### config.mk
export PLATFORM = sky130hd
export DESIGN_NAME = uart_line_format_control
export DESIGN_NICKNAME = d
export VERILOG_FILES = /design/src/design/uart_fmt_pkg.sv /design/src/design/uart_line_format_control.sv
export SDC_FILE = /design/constraint.sdc
export NUM_CORES = 1
export LEC_CHECK = 0
export BUFFER_PORTS_ARGS = -buffer_cell sky130_fd_sc_hd__buf_2
export CAP_MARGIN = 5
export CORE_MARGIN = 10
export CORE_UTILIZATION = 60
export DETAILED_ROUTE_END_ITERATION = 12
export GPL_TIMING_DRIVEN = 1
export PLACE_DENSITY_LB_ADDON = 0.15
export SLEW_MARGIN = 20
export SYNTH_ARGS = -nofsm -noshare
export SYNTH_HDL_FRONTEND = slang
export SYNTH_SLANG_ARGS = --single-unit
### constraint.sdc
create_clock -name clk -period 6.3 [get_ports clk]
set_input_delay 0.945 -clock clk [delete_from_list [all_inputs] [get_ports clk]]
set_output_delay 0.945 -clock clk [all_outputs]
set_load 0.1 [all_outputs]
### src/design/uart_fmt_pkg.sv
// shared constants and types of the uart line-format block
package uart_fmt_pkg;
  // register byte addresses
  localparam logic [7:0] ADDR_DATA = 8'h00; // tx/rx data, divisor low
  localparam logic [7:0] ADDR_DIVH = 8'h04; // divisor high
  localparam logic [7:0] ADDR_QCTL = 8'h08;
  localparam logic [7:0] ADDR_LFC = 8'h0c;
  localparam logic [7:0] ADDR_MOC = 8'h10;
  localparam logic [7:0] ADDR_FTT = 8'h14;
  localparam logic [7:0] ADDR_TRG = 8'h18;
  localparam logic [7:0] ADDR_EFC = 8'h1c;
  localparam logic [7:0] ADDR_STAT = 8'h20;
  // field positions
  localparam int LFC_STOP = 2;
  localparam int LFC_PEN = 3;
  localparam int LFC_PTYPE = 4;
  localparam int LFC_PFORCE = 5;
  localparam int LFC_BRK = 6;
  localparam int LFC_DLAB = 7;
  localparam int MOC_DTR = 0;
  localparam int MOC_RTS = 1;
  localparam int FTT_TSEL = 7;
  localparam int EFC_ARTS = 6;
  // reset values
  localparam logic [7:0] REG_RST = 8'h00;
  localparam logic [15:0] DIV_RST = 16'h0001;
  localparam logic [7:0] TRG_RST = 8'h01;
  // trigger tables other than the programmable one: (sel+1) << shift
  localparam logic [1:0] TBL_PROG = 2'b11;
  localparam int TRIG_SHIFT = 2;
  // word length base and stop length in half-bit units
  localparam logic [3:0] NBITS_BASE = 4'h5;
  localparam logic [2:0] HALF_BIT = 3'h2;
  localparam logic [2:0] STOP_ONE = 3'h2;
  localparam logic [2:0] STOP_ONEHALF = 3'h3;
  localparam logic [2:0] STOP_TWO = 3'h4;
  localparam int FIFO_DEPTH = 32;

  typedef struct packed {
    logic [3:0] nbits;
    logic [2:0] stop_halves;
    logic par_en;
    logic par_type;
    logic par_force;
  } fmt_t;

  typedef struct packed {
    logic frame_err;
    logic par_err;
    logic [7:0] data;
  } rx_word_t;

  typedef enum logic [4:0] {
    S_IDLE = 5'b00001,
    S_START = 5'b00010,
    S_DATA = 5'b00100,
    S_PAR = 5'b01000,
    S_STOP = 5'b10000
  } ser_state_t;
endpackage : uart_fmt_pkg

### src/design/uart_line_format_control.sv
// uart line format, modem outputs, trigger table and fifo buffering
// What this block does
// - word-length field 00..11 gives 5..8 data bits, default five
// - stop select: one stop bit, else 1.5 for five bits, two otherwise
// - parity enable adds parity on transmit and checks it on receive
// - unforced parity: type 0 odd, type 1 even
// - forced parity: type 0 sends mark, type 1 sends space
// - break bit holds transmit line low until cleared
// - divisor-access bit maps data addresses onto divisor latch
// - terminal-ready output is inverse of its control bit
// - request-to-send output is inverse of its control bit
// - auto flow control lets receive fill level drive request-to-send
// - one trigger table selection serves both directions
`timescale 1ns/1ps

////////////////////////////////////////////////////////////////////////////
module sync_fifo #(
  parameter int W = 8,
  parameter int D = 32
) (
  input wire logic clk,
  input wire logic resetn,
  input wire logic in_valid,
  output logic in_ready,
  input wire logic [W-1:0] in_data,
  output logic out_valid,
  input wire logic out_ready,
  output logic [W-1:0] out_data,
  output logic [$clog2(D):0] count
);
  localparam int AW = $clog2(D);
  // full count needs the extra bit; an AW-wide compare would wrap to zero
  localparam logic [AW:0] FULL_CNT = D[AW:0];
  logic [W-1:0] mem_r [D];
  logic [AW-1:0] wp_r, wp_nxt, rp_r, rp_nxt;
  logic [AW:0] cnt_r, cnt_nxt;
  logic push, pop;

  // honest full and empty straight from the fill count
  assign in_ready = (cnt_r != FULL_CNT);
  assign out_valid = (cnt_r != '0);
  assign out_data = mem_r[rp_r];
  assign count = cnt_r;
  assign push = in_valid & in_ready;
  assign pop = out_valid & out_ready;

  always_comb begin
    wp_nxt = push ? AW'(wp_r + 1'b1) : wp_r;
    rp_nxt = pop ? AW'(rp_r + 1'b1) : rp_r;
    cnt_nxt = cnt_r;
    if (push && !pop) begin
      cnt_nxt = cnt_r + 1'b1;
    end else if (pop && !push) begin
      cnt_nxt = cnt_r - 1'b1;
    end
  end

  always_ff @(posedge clk or negedge resetn) begin
    if (!resetn) begin
      wp_r <= '0;
      rp_r <= '0;
      cnt_r <= '0;
    end else begin
      wp_r <= wp_nxt;
      rp_r <= rp_nxt;
      cnt_r <= cnt_nxt;
    end
  end

  // storage has no reset, entries are only read once written
  always_ff @(posedge clk) begin
    if (push) begin
      mem_r[wp_r] <= in_data;
    end
  end
endmodule : sync_fifo

////////////////////////////////////////////////////////////////////////////
module uart_line_format_control #(
  parameter int DEPTH = uart_fmt_pkg::FIFO_DEPTH
) (
  input wire logic clk,
  input wire logic resetn,
  input wire logic psel,
  input wire logic penable,
  input wire logic pwrite,
  input wire logic [7:0] paddr,
  input wire logic [31:0] pwdata,
  output logic [31:0] prdata,
  output logic pready,
  output logic pslverr,
  output logic txd,
  input wire logic rxd,
  output logic dtr_n,
  output logic rts_n
);
  import uart_fmt_pkg::*;
  localparam int CW = $clog2(DEPTH) + 1;

  logic [7:0] lfc_r, lfc_nxt, moc_r, moc_nxt, qctl_r, qctl_nxt;
  logic [7:0] ftt_r, ftt_nxt, efc_r, efc_nxt;
  logic [7:0] trg_rx_r, trg_rx_nxt, trg_tx_r, trg_tx_nxt;
  logic [15:0] div_r, div_nxt, divm1;
  logic [31:0] prdata_r, prdata_nxt;
  logic setup, access, done, dlab, hit, is_data;
  logic [7:0] rx_trig, tx_trig;
  fmt_t fmt;
  logic txq_valid, txq_ready, txq_ovalid, txq_pop;
  logic [7:0] txq_data;
  logic [CW-1:0] txq_cnt, rxq_cnt;
  logic rxq_ivalid, rxq_iready, rxq_ovalid, rxq_pop;
  rx_word_t rxq_in, rxq_out;

  assign setup = psel & ~penable;
  assign access = psel & penable;
  assign dlab = lfc_r[LFC_DLAB];
  assign is_data = (paddr == ADDR_DATA) & ~dlab;
  // a data write waits while the transmit fifo is full
  assign pready = ~(is_data & pwrite & ~txq_ready);
  assign done = access & pready;
  assign hit = (paddr <= ADDR_STAT) & (paddr[1:0] == 2'b00);
  assign pslverr = access & ~hit;
  assign prdata = prdata_r;
  assign txq_valid = done & pwrite & is_data;
  assign rxq_pop = done & ~pwrite & is_data;
  assign divm1 = (div_r == '0) ? '0 : div_r - 1'b1;

  // decoded format shared by both directions
  always_comb begin
    fmt.nbits = NBITS_BASE + {2'b00, lfc_r[1:0]};
    if (!lfc_r[LFC_STOP]) begin
      fmt.stop_halves = STOP_ONE;
    end else if (lfc_r[1:0] == 2'b00) begin
      fmt.stop_halves = STOP_ONEHALF;
    end else begin
      fmt.stop_halves = STOP_TWO;
    end
    fmt.par_en = lfc_r[LFC_PEN];
    fmt.par_type = lfc_r[LFC_PTYPE];
    fmt.par_force = lfc_r[LFC_PFORCE];
  end

  // one table select in ftt serves rx and tx alike
  always_comb begin
    if (ftt_r[5:4] == TBL_PROG) begin
      rx_trig = trg_rx_r;
      tx_trig = trg_tx_r;
    end else begin
      rx_trig = 8'(({6'h00, qctl_r[7:6]} + 8'h01) << TRIG_SHIFT);
      tx_trig = 8'(({6'h00, qctl_r[5:4]} + 8'h01) << TRIG_SHIFT);
    end
  end

  // parity of the masked character for the given format
  function automatic logic par_bit(input logic [7:0] d, input fmt_t f);
    logic [7:0] m;
    m = d & 8'(8'hff >> (4'h8 - f.nbits));
    if (f.par_force) begin
      par_bit = ~f.par_type;
    end else begin
      par_bit = f.par_type ? ^m : ~^m;
    end
  endfunction : par_bit

  //////////////////////////////////////////////////////////////////////////
  // register file writes and read capture
  always_comb begin
    lfc_nxt = lfc_r;
    moc_nxt = moc_r;
    qctl_nxt = qctl_r;
    ftt_nxt = ftt_r;
    efc_nxt = efc_r;
    trg_rx_nxt = trg_rx_r;
    trg_tx_nxt = trg_tx_r;
    div_nxt = div_r;
    prdata_nxt = prdata_r;
    if (done && pwrite) begin
      case (paddr)
        ADDR_DATA: if (dlab) div_nxt[7:0] = pwdata[7:0];
        ADDR_DIVH: if (dlab) div_nxt[15:8] = pwdata[7:0];
        ADDR_QCTL: qctl_nxt = pwdata[7:0];
        ADDR_LFC: lfc_nxt = pwdata[7:0];
        ADDR_MOC: moc_nxt = pwdata[7:0];
        ADDR_FTT: ftt_nxt = pwdata[7:0];
        ADDR_TRG: begin
          if (ftt_r[FTT_TSEL]) begin
            trg_tx_nxt = pwdata[7:0];
          end else begin
            trg_rx_nxt = pwdata[7:0];
          end
        end
        ADDR_EFC: efc_nxt = pwdata[7:0];
        default: ;
      endcase
    end
    if (setup) begin
      prdata_nxt = '0;
      case (paddr)
        ADDR_DATA: begin
          if (dlab) begin
            prdata_nxt[7:0] = div_r[7:0];
          end else if (rxq_ovalid) begin
            // an empty queue reads zero, never unwritten storage
            prdata_nxt[9:0] = rxq_out;
          end
        end
        ADDR_DIVH: if (dlab) prdata_nxt[7:0] = div_r[15:8];
        ADDR_QCTL: prdata_nxt[7:0] = qctl_r;
        ADDR_LFC: prdata_nxt[7:0] = lfc_r;
        ADDR_MOC: prdata_nxt[7:0] = moc_r;
        ADDR_FTT: prdata_nxt[7:0] = ftt_r;
        ADDR_TRG: prdata_nxt[7:0] = ftt_r[FTT_TSEL] ? trg_tx_r : trg_rx_r;
        ADDR_EFC: prdata_nxt[7:0] = efc_r;
        ADDR_STAT: begin
          prdata_nxt[CW-1:0] = txq_cnt;
          prdata_nxt[CW+7:8] = rxq_cnt;
          prdata_nxt[16] = rxq_ovalid;
          prdata_nxt[17] = (txq_cnt < {1'b0, tx_trig});
          prdata_nxt[18] = (rxq_cnt >= {1'b0, rx_trig});
        end
        default: ;
      endcase
    end
  end

  always_ff @(posedge clk or negedge resetn) begin
    if (!resetn) begin
      lfc_r <= REG_RST;
      moc_r <= REG_RST;
      qctl_r <= REG_RST;
      ftt_r <= REG_RST;
      efc_r <= REG_RST;
      trg_rx_r <= TRG_RST;
      trg_tx_r <= TRG_RST;
      div_r <= DIV_RST;
      prdata_r <= '0;
    end else begin
      lfc_r <= lfc_nxt;
      moc_r <= moc_nxt;
      qctl_r <= qctl_nxt;
      ftt_r <= ftt_nxt;
      efc_r <= efc_nxt;
      trg_rx_r <= trg_rx_nxt;
      trg_tx_r <= trg_tx_nxt;
      div_r <= div_nxt;
      prdata_r <= prdata_nxt;
    end
  end

  //////////////////////////////////////////////////////////////////////////
  // modem outputs, registered so they never glitch
  logic dtr_n_r, rts_n_r;
  always_ff @(posedge clk or negedge resetn) begin
    if (!resetn) begin
      dtr_n_r <= 1'b1;
      rts_n_r <= 1'b1;
    end else begin
      dtr_n_r <= ~moc_r[MOC_DTR];
      rts_n_r <= efc_r[EFC_ARTS] ? (rxq_cnt >= {1'b0, rx_trig})
               : ~moc_r[MOC_RTS];
    end
  end
  assign dtr_n = dtr_n_r;
  assign rts_n = rts_n_r;

  //////////////////////////////////////////////////////////////////////////
  sync_fifo #(.W(8), .D(DEPTH)) tx_q (
    .clk(clk), .resetn(resetn),
    .in_valid(txq_valid), .in_ready(txq_ready), .in_data(pwdata[7:0]),
    .out_valid(txq_ovalid), .out_ready(txq_pop), .out_data(txq_data),
    .count(txq_cnt)
  );
  sync_fifo #(.W(10), .D(DEPTH)) rx_q (
    .clk(clk), .resetn(resetn),
    .in_valid(rxq_ivalid), .in_ready(rxq_iready), .in_data(rxq_in),
    .out_valid(rxq_ovalid), .out_ready(rxq_pop), .out_data(rxq_out),
    .count(rxq_cnt)
  );

  //////////////////////////////////////////////////////////////////////////
  // transmitter, timed in half-bit ticks so 1.5 stop bits fall out
  ser_state_t tx_st_r, tx_st_nxt;
  logic [15:0] tx_cnt_r, tx_cnt_nxt;
  logic [2:0] tx_half_r, tx_half_nxt;
  logic [3:0] tx_bit_r, tx_bit_nxt;
  logic [7:0] tx_sh_r, tx_sh_nxt;
  logic tx_line_r, tx_line_nxt, txd_r, tx_tick;

  assign tx_tick = (tx_cnt_r == '0);
  assign txq_pop = (tx_st_r == S_IDLE) & txq_ovalid & ~lfc_r[LFC_BRK];

  always_comb begin
    tx_st_nxt = tx_st_r;
    tx_cnt_nxt = tx_tick ? divm1 : tx_cnt_r - 1'b1;
    tx_half_nxt = tx_half_r;
    tx_bit_nxt = tx_bit_r;
    tx_sh_nxt = tx_sh_r;
    tx_line_nxt = tx_line_r;
    if (tx_st_r != S_IDLE && tx_tick && tx_half_r > 3'h1) begin
      tx_half_nxt = tx_half_r - 1'b1;
    end else if (tx_st_r == S_IDLE || tx_tick) begin
      tx_half_nxt = HALF_BIT;
      case (tx_st_r)
        S_IDLE: begin
          tx_cnt_nxt = divm1;
          if (txq_pop) begin
            tx_st_nxt = S_START;
            tx_sh_nxt = txq_data;
            tx_line_nxt = 1'b0;
          end
        end
        S_START: begin
          tx_st_nxt = S_DATA;
          tx_bit_nxt = '0;
          tx_line_nxt = tx_sh_r[0];
        end
        S_DATA: begin
          if (tx_bit_r == fmt.nbits - 1'b1) begin
            if (fmt.par_en) begin
              tx_st_nxt = S_PAR;
              tx_line_nxt = par_bit(tx_sh_r, fmt);
            end else begin
              tx_st_nxt = S_STOP;
              tx_half_nxt = fmt.stop_halves;
              tx_line_nxt = 1'b1;
            end
          end else begin
            tx_bit_nxt = tx_bit_r + 1'b1;
            tx_line_nxt = tx_sh_r[tx_bit_r[2:0] + 3'h1];
          end
        end
        S_PAR: begin
          tx_st_nxt = S_STOP;
          tx_half_nxt = fmt.stop_halves;
          tx_line_nxt = 1'b1;
        end
        S_STOP: tx_st_nxt = S_IDLE;
        default: tx_st_nxt = S_IDLE;
      endcase
    end
  end

  always_ff @(posedge clk or negedge resetn) begin
    if (!resetn) begin
      tx_st_r <= S_IDLE;
      tx_cnt_r <= '0;
      tx_half_r <= HALF_BIT;
      tx_bit_r <= '0;
      tx_sh_r <= '0;
      tx_line_r <= 1'b1;
      txd_r <= 1'b1;
    end else begin
      tx_st_r <= tx_st_nxt;
      tx_cnt_r <= tx_cnt_nxt;
      tx_half_r <= tx_half_nxt;
      tx_bit_r <= tx_bit_nxt;
      tx_sh_r <= tx_sh_nxt;
      tx_line_r <= tx_line_nxt;
      txd_r <= tx_line_nxt & ~lfc_nxt[LFC_BRK];
    end
  end
  assign txd = txd_r;

  //////////////////////////////////////////////////////////////////////////
  // receiver: three-stage sync, level accepted when stages 2 and 3 agree
  logic rx_s1_r, rx_s2_r, rx_s3_r, rx_lvl_r, rx_lvl_nxt;
  ser_state_t rx_st_r, rx_st_nxt;
  logic [15:0] rx_cnt_r, rx_cnt_nxt;
  logic [2:0] rx_half_r, rx_half_nxt;
  logic [3:0] rx_bit_r, rx_bit_nxt;
  logic [7:0] rx_sh_r, rx_sh_nxt;
  logic rx_perr_r, rx_perr_nxt, rx_tick, rx_smp;

  assign rx_tick = (rx_cnt_r == '0);
  assign rx_smp = rx_tick & (rx_half_r == 3'h1);
  assign rx_lvl_nxt = (rx_s2_r == rx_s3_r) ? rx_s3_r : rx_lvl_r;
  assign rxq_in = '{frame_err: ~rx_lvl_r, par_err: rx_perr_r,
                    data: rx_sh_r};
  // a full receive fifo drops the character
  assign rxq_ivalid = (rx_st_r == S_STOP) & rx_smp;

  always_comb begin
    rx_st_nxt = rx_st_r;
    rx_cnt_nxt = rx_tick ? divm1 : rx_cnt_r - 1'b1;
    rx_half_nxt = (rx_tick && rx_half_r > 3'h1) ? rx_half_r - 1'b1
                : rx_half_r;
    rx_bit_nxt = rx_bit_r;
    rx_sh_nxt = rx_sh_r;
    rx_perr_nxt = rx_perr_r;
    if (rx_smp) begin
      rx_half_nxt = HALF_BIT;
    end
    case (rx_st_r)
      S_IDLE: begin
        rx_cnt_nxt = divm1;
        rx_half_nxt = 3'h1; // first sample mid start bit
        if (!rx_lvl_r) begin
          rx_st_nxt = S_START;
        end
      end
      S_START: begin
        if (rx_smp) begin
          rx_st_nxt = rx_lvl_r ? S_IDLE : S_DATA;
          rx_bit_nxt = '0;
          rx_sh_nxt = '0;
        end
      end
      S_DATA: begin
        if (rx_smp) begin
          rx_sh_nxt[rx_bit_r[2:0]] = rx_lvl_r;
          rx_bit_nxt = rx_bit_r + 1'b1;
          if (rx_bit_r == fmt.nbits - 1'b1) begin
            rx_st_nxt = fmt.par_en ? S_PAR : S_STOP;
            rx_perr_nxt = 1'b0;
          end
        end
      end
      S_PAR: begin
        if (rx_smp) begin
          rx_perr_nxt = (rx_lvl_r != par_bit(rx_sh_r, fmt));
          rx_st_nxt = S_STOP;
        end
      end
      S_STOP: if (rx_smp) rx_st_nxt = S_IDLE;
      default: rx_st_nxt = S_IDLE;
    endcase
  end

  always_ff @(posedge clk or negedge resetn) begin
    if (!resetn) begin
      rx_s1_r <= 1'b1;
      rx_s2_r <= 1'b1;
      rx_s3_r <= 1'b1;
      rx_lvl_r <= 1'b1;
      rx_st_r <= S_IDLE;
      rx_cnt_r <= '0;
      rx_half_r <= 3'h1;
      rx_bit_r <= '0;
      rx_sh_r <= '0;
      rx_perr_r <= 1'b0;
    end else begin
      rx_s1_r <= rxd;
      rx_s2_r <= rx_s1_r;
      rx_s3_r <= rx_s2_r;
      rx_lvl_r <= rx_lvl_nxt;
      rx_st_r <= rx_st_nxt;
      rx_cnt_r <= rx_cnt_nxt;
      rx_half_r <= rx_half_nxt;
      rx_bit_r <= rx_bit_nxt;
      rx_sh_r <= rx_sh_nxt;
      rx_perr_r <= rx_perr_nxt;
    end
  end
endmodule : uart_line_format_control

======== After elaboration in Yosys (flattened, before gate mapping) ========
Memory sizes are Yosys's and may differ from the RTL's. A register that Yosys moved wholly into a read port is not among the register bits.
Index checks and enable logic that the tools add are counted.
storage, ports and cells
  bits in registers ....................... 194
  RAM bits ................................ 576
  bits of input ports ..................... 46
  logic and storage cells ................. 269
  memories ................................ 2
memory list
  name        depth  bits a word  read ports  clocked after Yosys merged registers in  write ports  RTL line                        text
  rx_q.mem_r  32     10           1           0                                        1            uart_line_format_control.sv:34  logic [W-1:0] mem_r [D];
  tx_q.mem_r  32     8            1           1                                        1            uart_line_format_control.sv:34
cells by class
  add/subtract/negate cells ............... 21
  magnitude comparators ................... 8
  equal/unequal tests ..................... 35
  shift operators ......................... 1
  multiplexer cells ....................... 81
  bitwise logic cells ..................... 37
  reductions and logical operators ........ 49
operators by type and width
  kind                                                 count
  2-to-1 mux 16 bit                                    7
  2-to-1 mux 8 bit                                     7
  case mux 6 bit (9 select lines)                      1
  zero test 16 bit                                     3
  subtractor 16 x 1 -> 16 bit (second input constant)  3
  2-to-1 mux 5 bit                                     9
  2-to-1 mux 3 bit                                     11
  == test 8 x 5 -> 1 bit (second input constant)       4
  case mux 5 bit (5 select lines)                      1
  2-to-1 mux 6 bit                                     4
  bitwise AND 1 bit                                    21
  2-to-1 mux 1 bit                                     21
  adder 5 x 1 -> 5 bit (second input constant)         4
  case mux 5 bit (4 select lines)                      1
  bitwise AND 8 bit                                    2
  == test 8 x 4 -> 1 bit (second input constant)       2
  2-to-1 mux 4 bit                                     4
  != test 2 bit (second input constant)                8
  case mux 2 bit (8 select lines)                      1
  case mux 4 bit (2 select lines)                      2
  case mux 8 bit (2 select lines)                      1
  AND reduction 4 bit                                  4
  XNOR reduction 8 bit                                 2
  parity 8 bit                                         2
  53 further kinds                                     107

======== Logic depth before layout (Yosys ltp) ========
  depth in word-level cells ............... 13
  mapped depth ............................ 16
  depth with buffers taken out ............ 15

======== Modules after synthesis ========
From an unflattened synthesis, not the netlist that was laid out.
second synthesis, totals
  cell total of the unflattened synthesis .. 2159
  area total of the unflattened synthesis .. 33716.1 um^2
by module, submodules not included
  module                    times used  cells each  area each (um^2)  sequential area each (um^2)
  sync_fifo at rx_q         1           662         13266.5           10009.6
  sync_fifo at tx_q         1           558         10948.0           8087.8
  uart_line_format_control  1           939         9501.6            4272.8

======== Least setup slack after synthesis ========
No wires, ideal clock.
  kind .................................... input-to-output
  start point ............................. input port paddr[3]
  end point ............................... output port pslverr
  arrival ................................. 4.056 ns
  slack ................................... 1.299 ns
  stages .................................. 6
  buffers on the path ..................... 3
  cells stage by stage .................... clkbuf_1 -> nor2_1 -> and4_1 -> clkbuf_1 -> clkbuf_1 -> a211oi_1
on the way
  longest elaborated chain between the ends .. 4
ends and longest elaborated chain
  element                                  RTL line                         text
  start: declaration                       uart_line_format_control.sv:87   input wire logic [7:0] paddr,
  less-or-equal comparator 8 x 6 -> 1 bit  uart_line_format_control.sv:121  assign hit = (paddr <= ADDR_STAT) & (paddr[1:0] == 2'b00);
  bitwise AND 1 bit                        uart_line_format_control.sv:121
  NOT 1 bit                                uart_line_format_control.sv:122  assign pslverr = access & ~hit;
  bitwise AND 1 bit                        uart_line_format_control.sv:122
  end: declaration                         uart_line_format_control.sv:91   output logic pslverr,
No other way between the ends.

======== Worst setup path in the final report ========
  start point ............................. register rx_cnt_r[10]
  end point ............................... register rx_q.cnt_r[5], in the netlist rx_q.count[5]
on the way
  longest elaborated chain between the ends .. 7
  elaborated cells on any way between the ends .. 9
ends and longest elaborated chain
  element                              RTL line                         text
  start: declaration                   uart_line_format_control.sv:368  logic [15:0] rx_cnt_r, rx_cnt_nxt;
  start signal: assignment             uart_line_format_control.sv:447  rx_cnt_r <= rx_cnt_nxt;
  zero test 16 bit *                   uart_line_format_control.sv:374  assign rx_tick = (rx_cnt_r == '0);
  bitwise AND 1 bit *                  uart_line_format_control.sv:375  assign rx_smp = rx_tick & (rx_half_r == 3'h1);
  bitwise AND 1 bit *                  uart_line_format_control.sv:380  assign rxq_ivalid = (rx_st_r == S_STOP) & rx_smp;
  bitwise AND 1 bit *                  uart_line_format_control.sv:44   assign push = in_valid & in_ready;
  named net rx_q.push                  uart_line_format_control.sv:37   logic push, pop;
  zero test 1 bit                      uart_line_format_control.sv:53   end else if (pop && !push) begin
  logical AND 1 bit                    uart_line_format_control.sv:53
  nonzero test 2 bit (no source line)  -
  end signal: assignment               uart_line_format_control.sv:66   cnt_r <= cnt_nxt;
  end: declaration                     uart_line_format_control.sv:36   logic [AW:0] cnt_r, cnt_nxt;
The timed path passes the listed nets; every way through them passes the cells marked *.
A chain may end at the register's enable or synchronous reset.

==> results_dict.tcl <==
set metrics [dict create \
    status "finished clean" \
    yosys.area.top_type "edfxtp_1" \
    ioPinCount 83 \
    htreeDepth 3 \
    grt_max_degree 115 \
    setup_violations 0 \
    coreArea_sq_mm 0.0551 \
    synth_ff_type "edfxtp_1" \
    grt_pass1_vias 18600 \
    path_class "reg -> reg" \
    clkTransAtPathRegs_ns 0.06 \
    chipWidth_microns 256 \
    fin_cells 2895 \
    drcViolationCount 0 \
    critPathArrivalTime_ns 4.92 \
    dpl_cell_area_sq_mm 0.0343 \
    tns_ns 0 \
    fin_area_sq_mm 0.0370 \
    rsz0062_at_grt "no" \
    end_kind "flop" \
    grt_use_total_pct 23.3 \
    rows 86 \
    postSynthCellCount 2029 \
    num_vias 18200 \
    slew_violations 0 \
    wl_microns 75600 \
    place_hpwl_microns 47800 \
    cp_slowest_cell "a211oi_2" \
    max_clock_freq_mhz 225 \
    required_ns 6.78 \
    seq_area_frac_synth_pct 67.1 \
    worstPathCellList "or3_1, nor4_2, nand3_1, a211oi_2, ha_1, inv_1, ha_1, a21o_1, a21oi_1, o21bai_1, a21oi_1, xnor2_1, nor2_1, xor2_1" \
    clock_sinks 778 \
    area_growth_pct 10.9 \
    gr-total-overflow 0 \
    cap_violations 0 \
    dr.pass1.iters 5 \
    tightest_slew_ns 1.12 \
    fillers 3735 \
    die_h_microns 256 \
    start_util_pct 60.5 \
    fin_skew_ns 0.0165 \
    fin_crit_sh_pct 70.4 \
    peakVddDrop_mv 0.304 \
    wl_per_cell_microns 26.1 \
    hold_viol 0 \
    max-clock-path-buffers 3 \
    fin_nets 2180 \
    post_drt_via_cell_ratio 6.28 \
    ys_ff_latch 778 \
    dp_cells 2753 \
    grt_pass1_wl_microns 116000 \
    gp_congestion 0.925 \
    final_antenna_net_count 0 \
    async_flop_share_pct 26.0 \
    layout_commonest_cell "edfxtp_1" \
    yosys_warnings 0 \
    syn-cell-area_sq_mm 0.0333 \
    slowest_delay_ns 0.83 \
    synth_top_area_share_pct 51.9 \
    cts_tree "yes" \
    die-area_sq_mm 0.0654 \
    final_cell_mix "576 x edfxtp_1, 182 x dfrtp_1, 181 x mux4_2" \
    hold_slack_ns 0.356 \
    p_leak_nw 13.3 \
    fin_crit_ns 4.44 \
    antenna_found_initial 0 \
    drt-initial-drc-count 1734 \
    slew_headroom_pct 25.0 \
    cp-start-kind "flop" \
    cts_buffers 78 \
    synth_edf_count 576 \
    syn-mean-instance-area_sq_um 16.4 \
    ys_top_cells_by_area "edfxtp_1 52%, dfrtp_1 14%, mux4_2 12%" \
    postCtsHoldBufs 0 \
    p_per_area_mw_per_mm2 310 \
    ctsResizeCount 0 \
    cp_max_fo 9 \
    cts_setup_buffers 0 \
    ys_types 73 \
    antenna_cells 0 \
    io_buffers 43 \
    final_layout_size_suffix_gt1_share_pct 23.2 \
    root_buffer "clkbuf_16" \
    clk_latency_ns 0.61 \
    hold_path_class "in -> async" \
]
-- layout make-up --
type                    count  area, sq um  area share, %
clock buffers             107         2200           5.96
clock inverters            35          474           1.28
inverters                  35          131          0.355
multi-input cells        1127        10400           28.2
flip-flops and latches    778        22400           60.5
well taps                 748          936           2.53
repair buffers             65          414           1.12
-- Yosys cell counts, types with 6 or more instances --
cell type  instances
edfxtp_1         576
dfrtp_1          187
mux4_2           181
nor2_1           171
nand2_1          118
mux2_2            87
o21ai_0           69
clkbuf_1          58
a21oi_1           56
xnor2_1           54
ha_1              47
mux2i_1           39
inv_1             35
nand3_1           33
nor3_1            31
xor2_1            29
buf_2             16
buf_4             15
dfstp_2           15
nand3b_1          15
buf_1             12
a21o_1            11
nand4_1           11
a22oi_1           10
or3_1             10
nand2b_1           9
nor4_1             9
or4_1              9
nor2b_1            8
a222oi_1           6
a22o_1             6
and3_1             6
o22ai_1            6
o31ai_1            6
-- cells by family (layout without fill, tap and decap cells) --
family,Yosys count,count (layout),share of synthesized area [%]
AND/OR/NAND/NOR,461,461,6.58
XOR/XNOR,86,86,2.38
other,1,15,0.0112
adder cells (fa/ha/maj),50,50,1.91
flip-flops,778,778,67.1
AO/OA/AOI/OAI,208,208,3.84
buffers and inverters,138,242,1.83
multiplexers,307,307,16.3
-- worst max-delay path, delay by kind of cell (launching register included) --
family | cells | cell delay [ns]
xor+xnor | 2 | 0.27
compound gates | 5 | 1.54
fa+ha+maj | 2 | 0.62
flops | 1 | 0.42
simple gates | 4 | 1.34
buf+inv | 1 | 0.12
-- path summary, 6_finish.rpt --
check / startpoint / slack (ns) / cells after the start / end
max in group asynchronous: resetn / 4.81 / 2 / tx_q.rp_r[0]
setup reg to reg: rx_cnt_r[10] / 1.86 / 14 / rx_q.count[5]
hold / removal: resetn / 0.36 / 1 / moc_r[2]
min in group clk: rx_s1_r / 0.36 / 0 / rx_s2_r
setup / recovery: rx_cnt_r[10] / 1.86 / 14 / rx_q.count[5]
hold reg to reg: rx_s1_r / 0.36 / 0 / rx_s2_r
-- stage by stage --
step | total power, mW | util [%] | worst slack, ns
2_1_floorplan | 6.48 | - | 1.30
3_3_place_gp | 6.70 | 62.2 | 1.49
3_5_place_dp | 6.74 | 62.2 | 1.44
4_1_cts | 11.5 | 67.1 | 1.89
5_1_grt | 11.8 | 67.1 | 1.58
6_report | 11.5 | 67.1 | 1.86
-- per-layer routing --
metal | part of all wire, % | global-route usage (%) | wire length [microns] | up-vias
met5 | 0 | 0 | 0 | -
met4 | 2.5 | 6.56 | 1860 | 0
met3 | 6.0 | 3.53 | 4560 | 127
met2 | 50 | 38.3 | 37700 | 645
met1 | 42 | 32.1 | 31500 | 9455
li1 | - | - | - | 7965
-- sequential cells by signal (all words and copies together) (netlist names), 16 cells and up --
signal / flops
div_r: 16
prdata: 17
rx_cnt_r: 16
rx_q.mem_r: 320
tx_cnt_r: 16
tx_q.mem_r: 256
-- power by group --
group | internal [mW] | switching, mW | total, mW
sequential | 5.68 | 0.145 | 5.82
combinational | 0.283 | 0.532 | 0.815
clock | 2.91 | 1.91 | 4.82
Note: power is estimated with default switching activity, not from simulation.
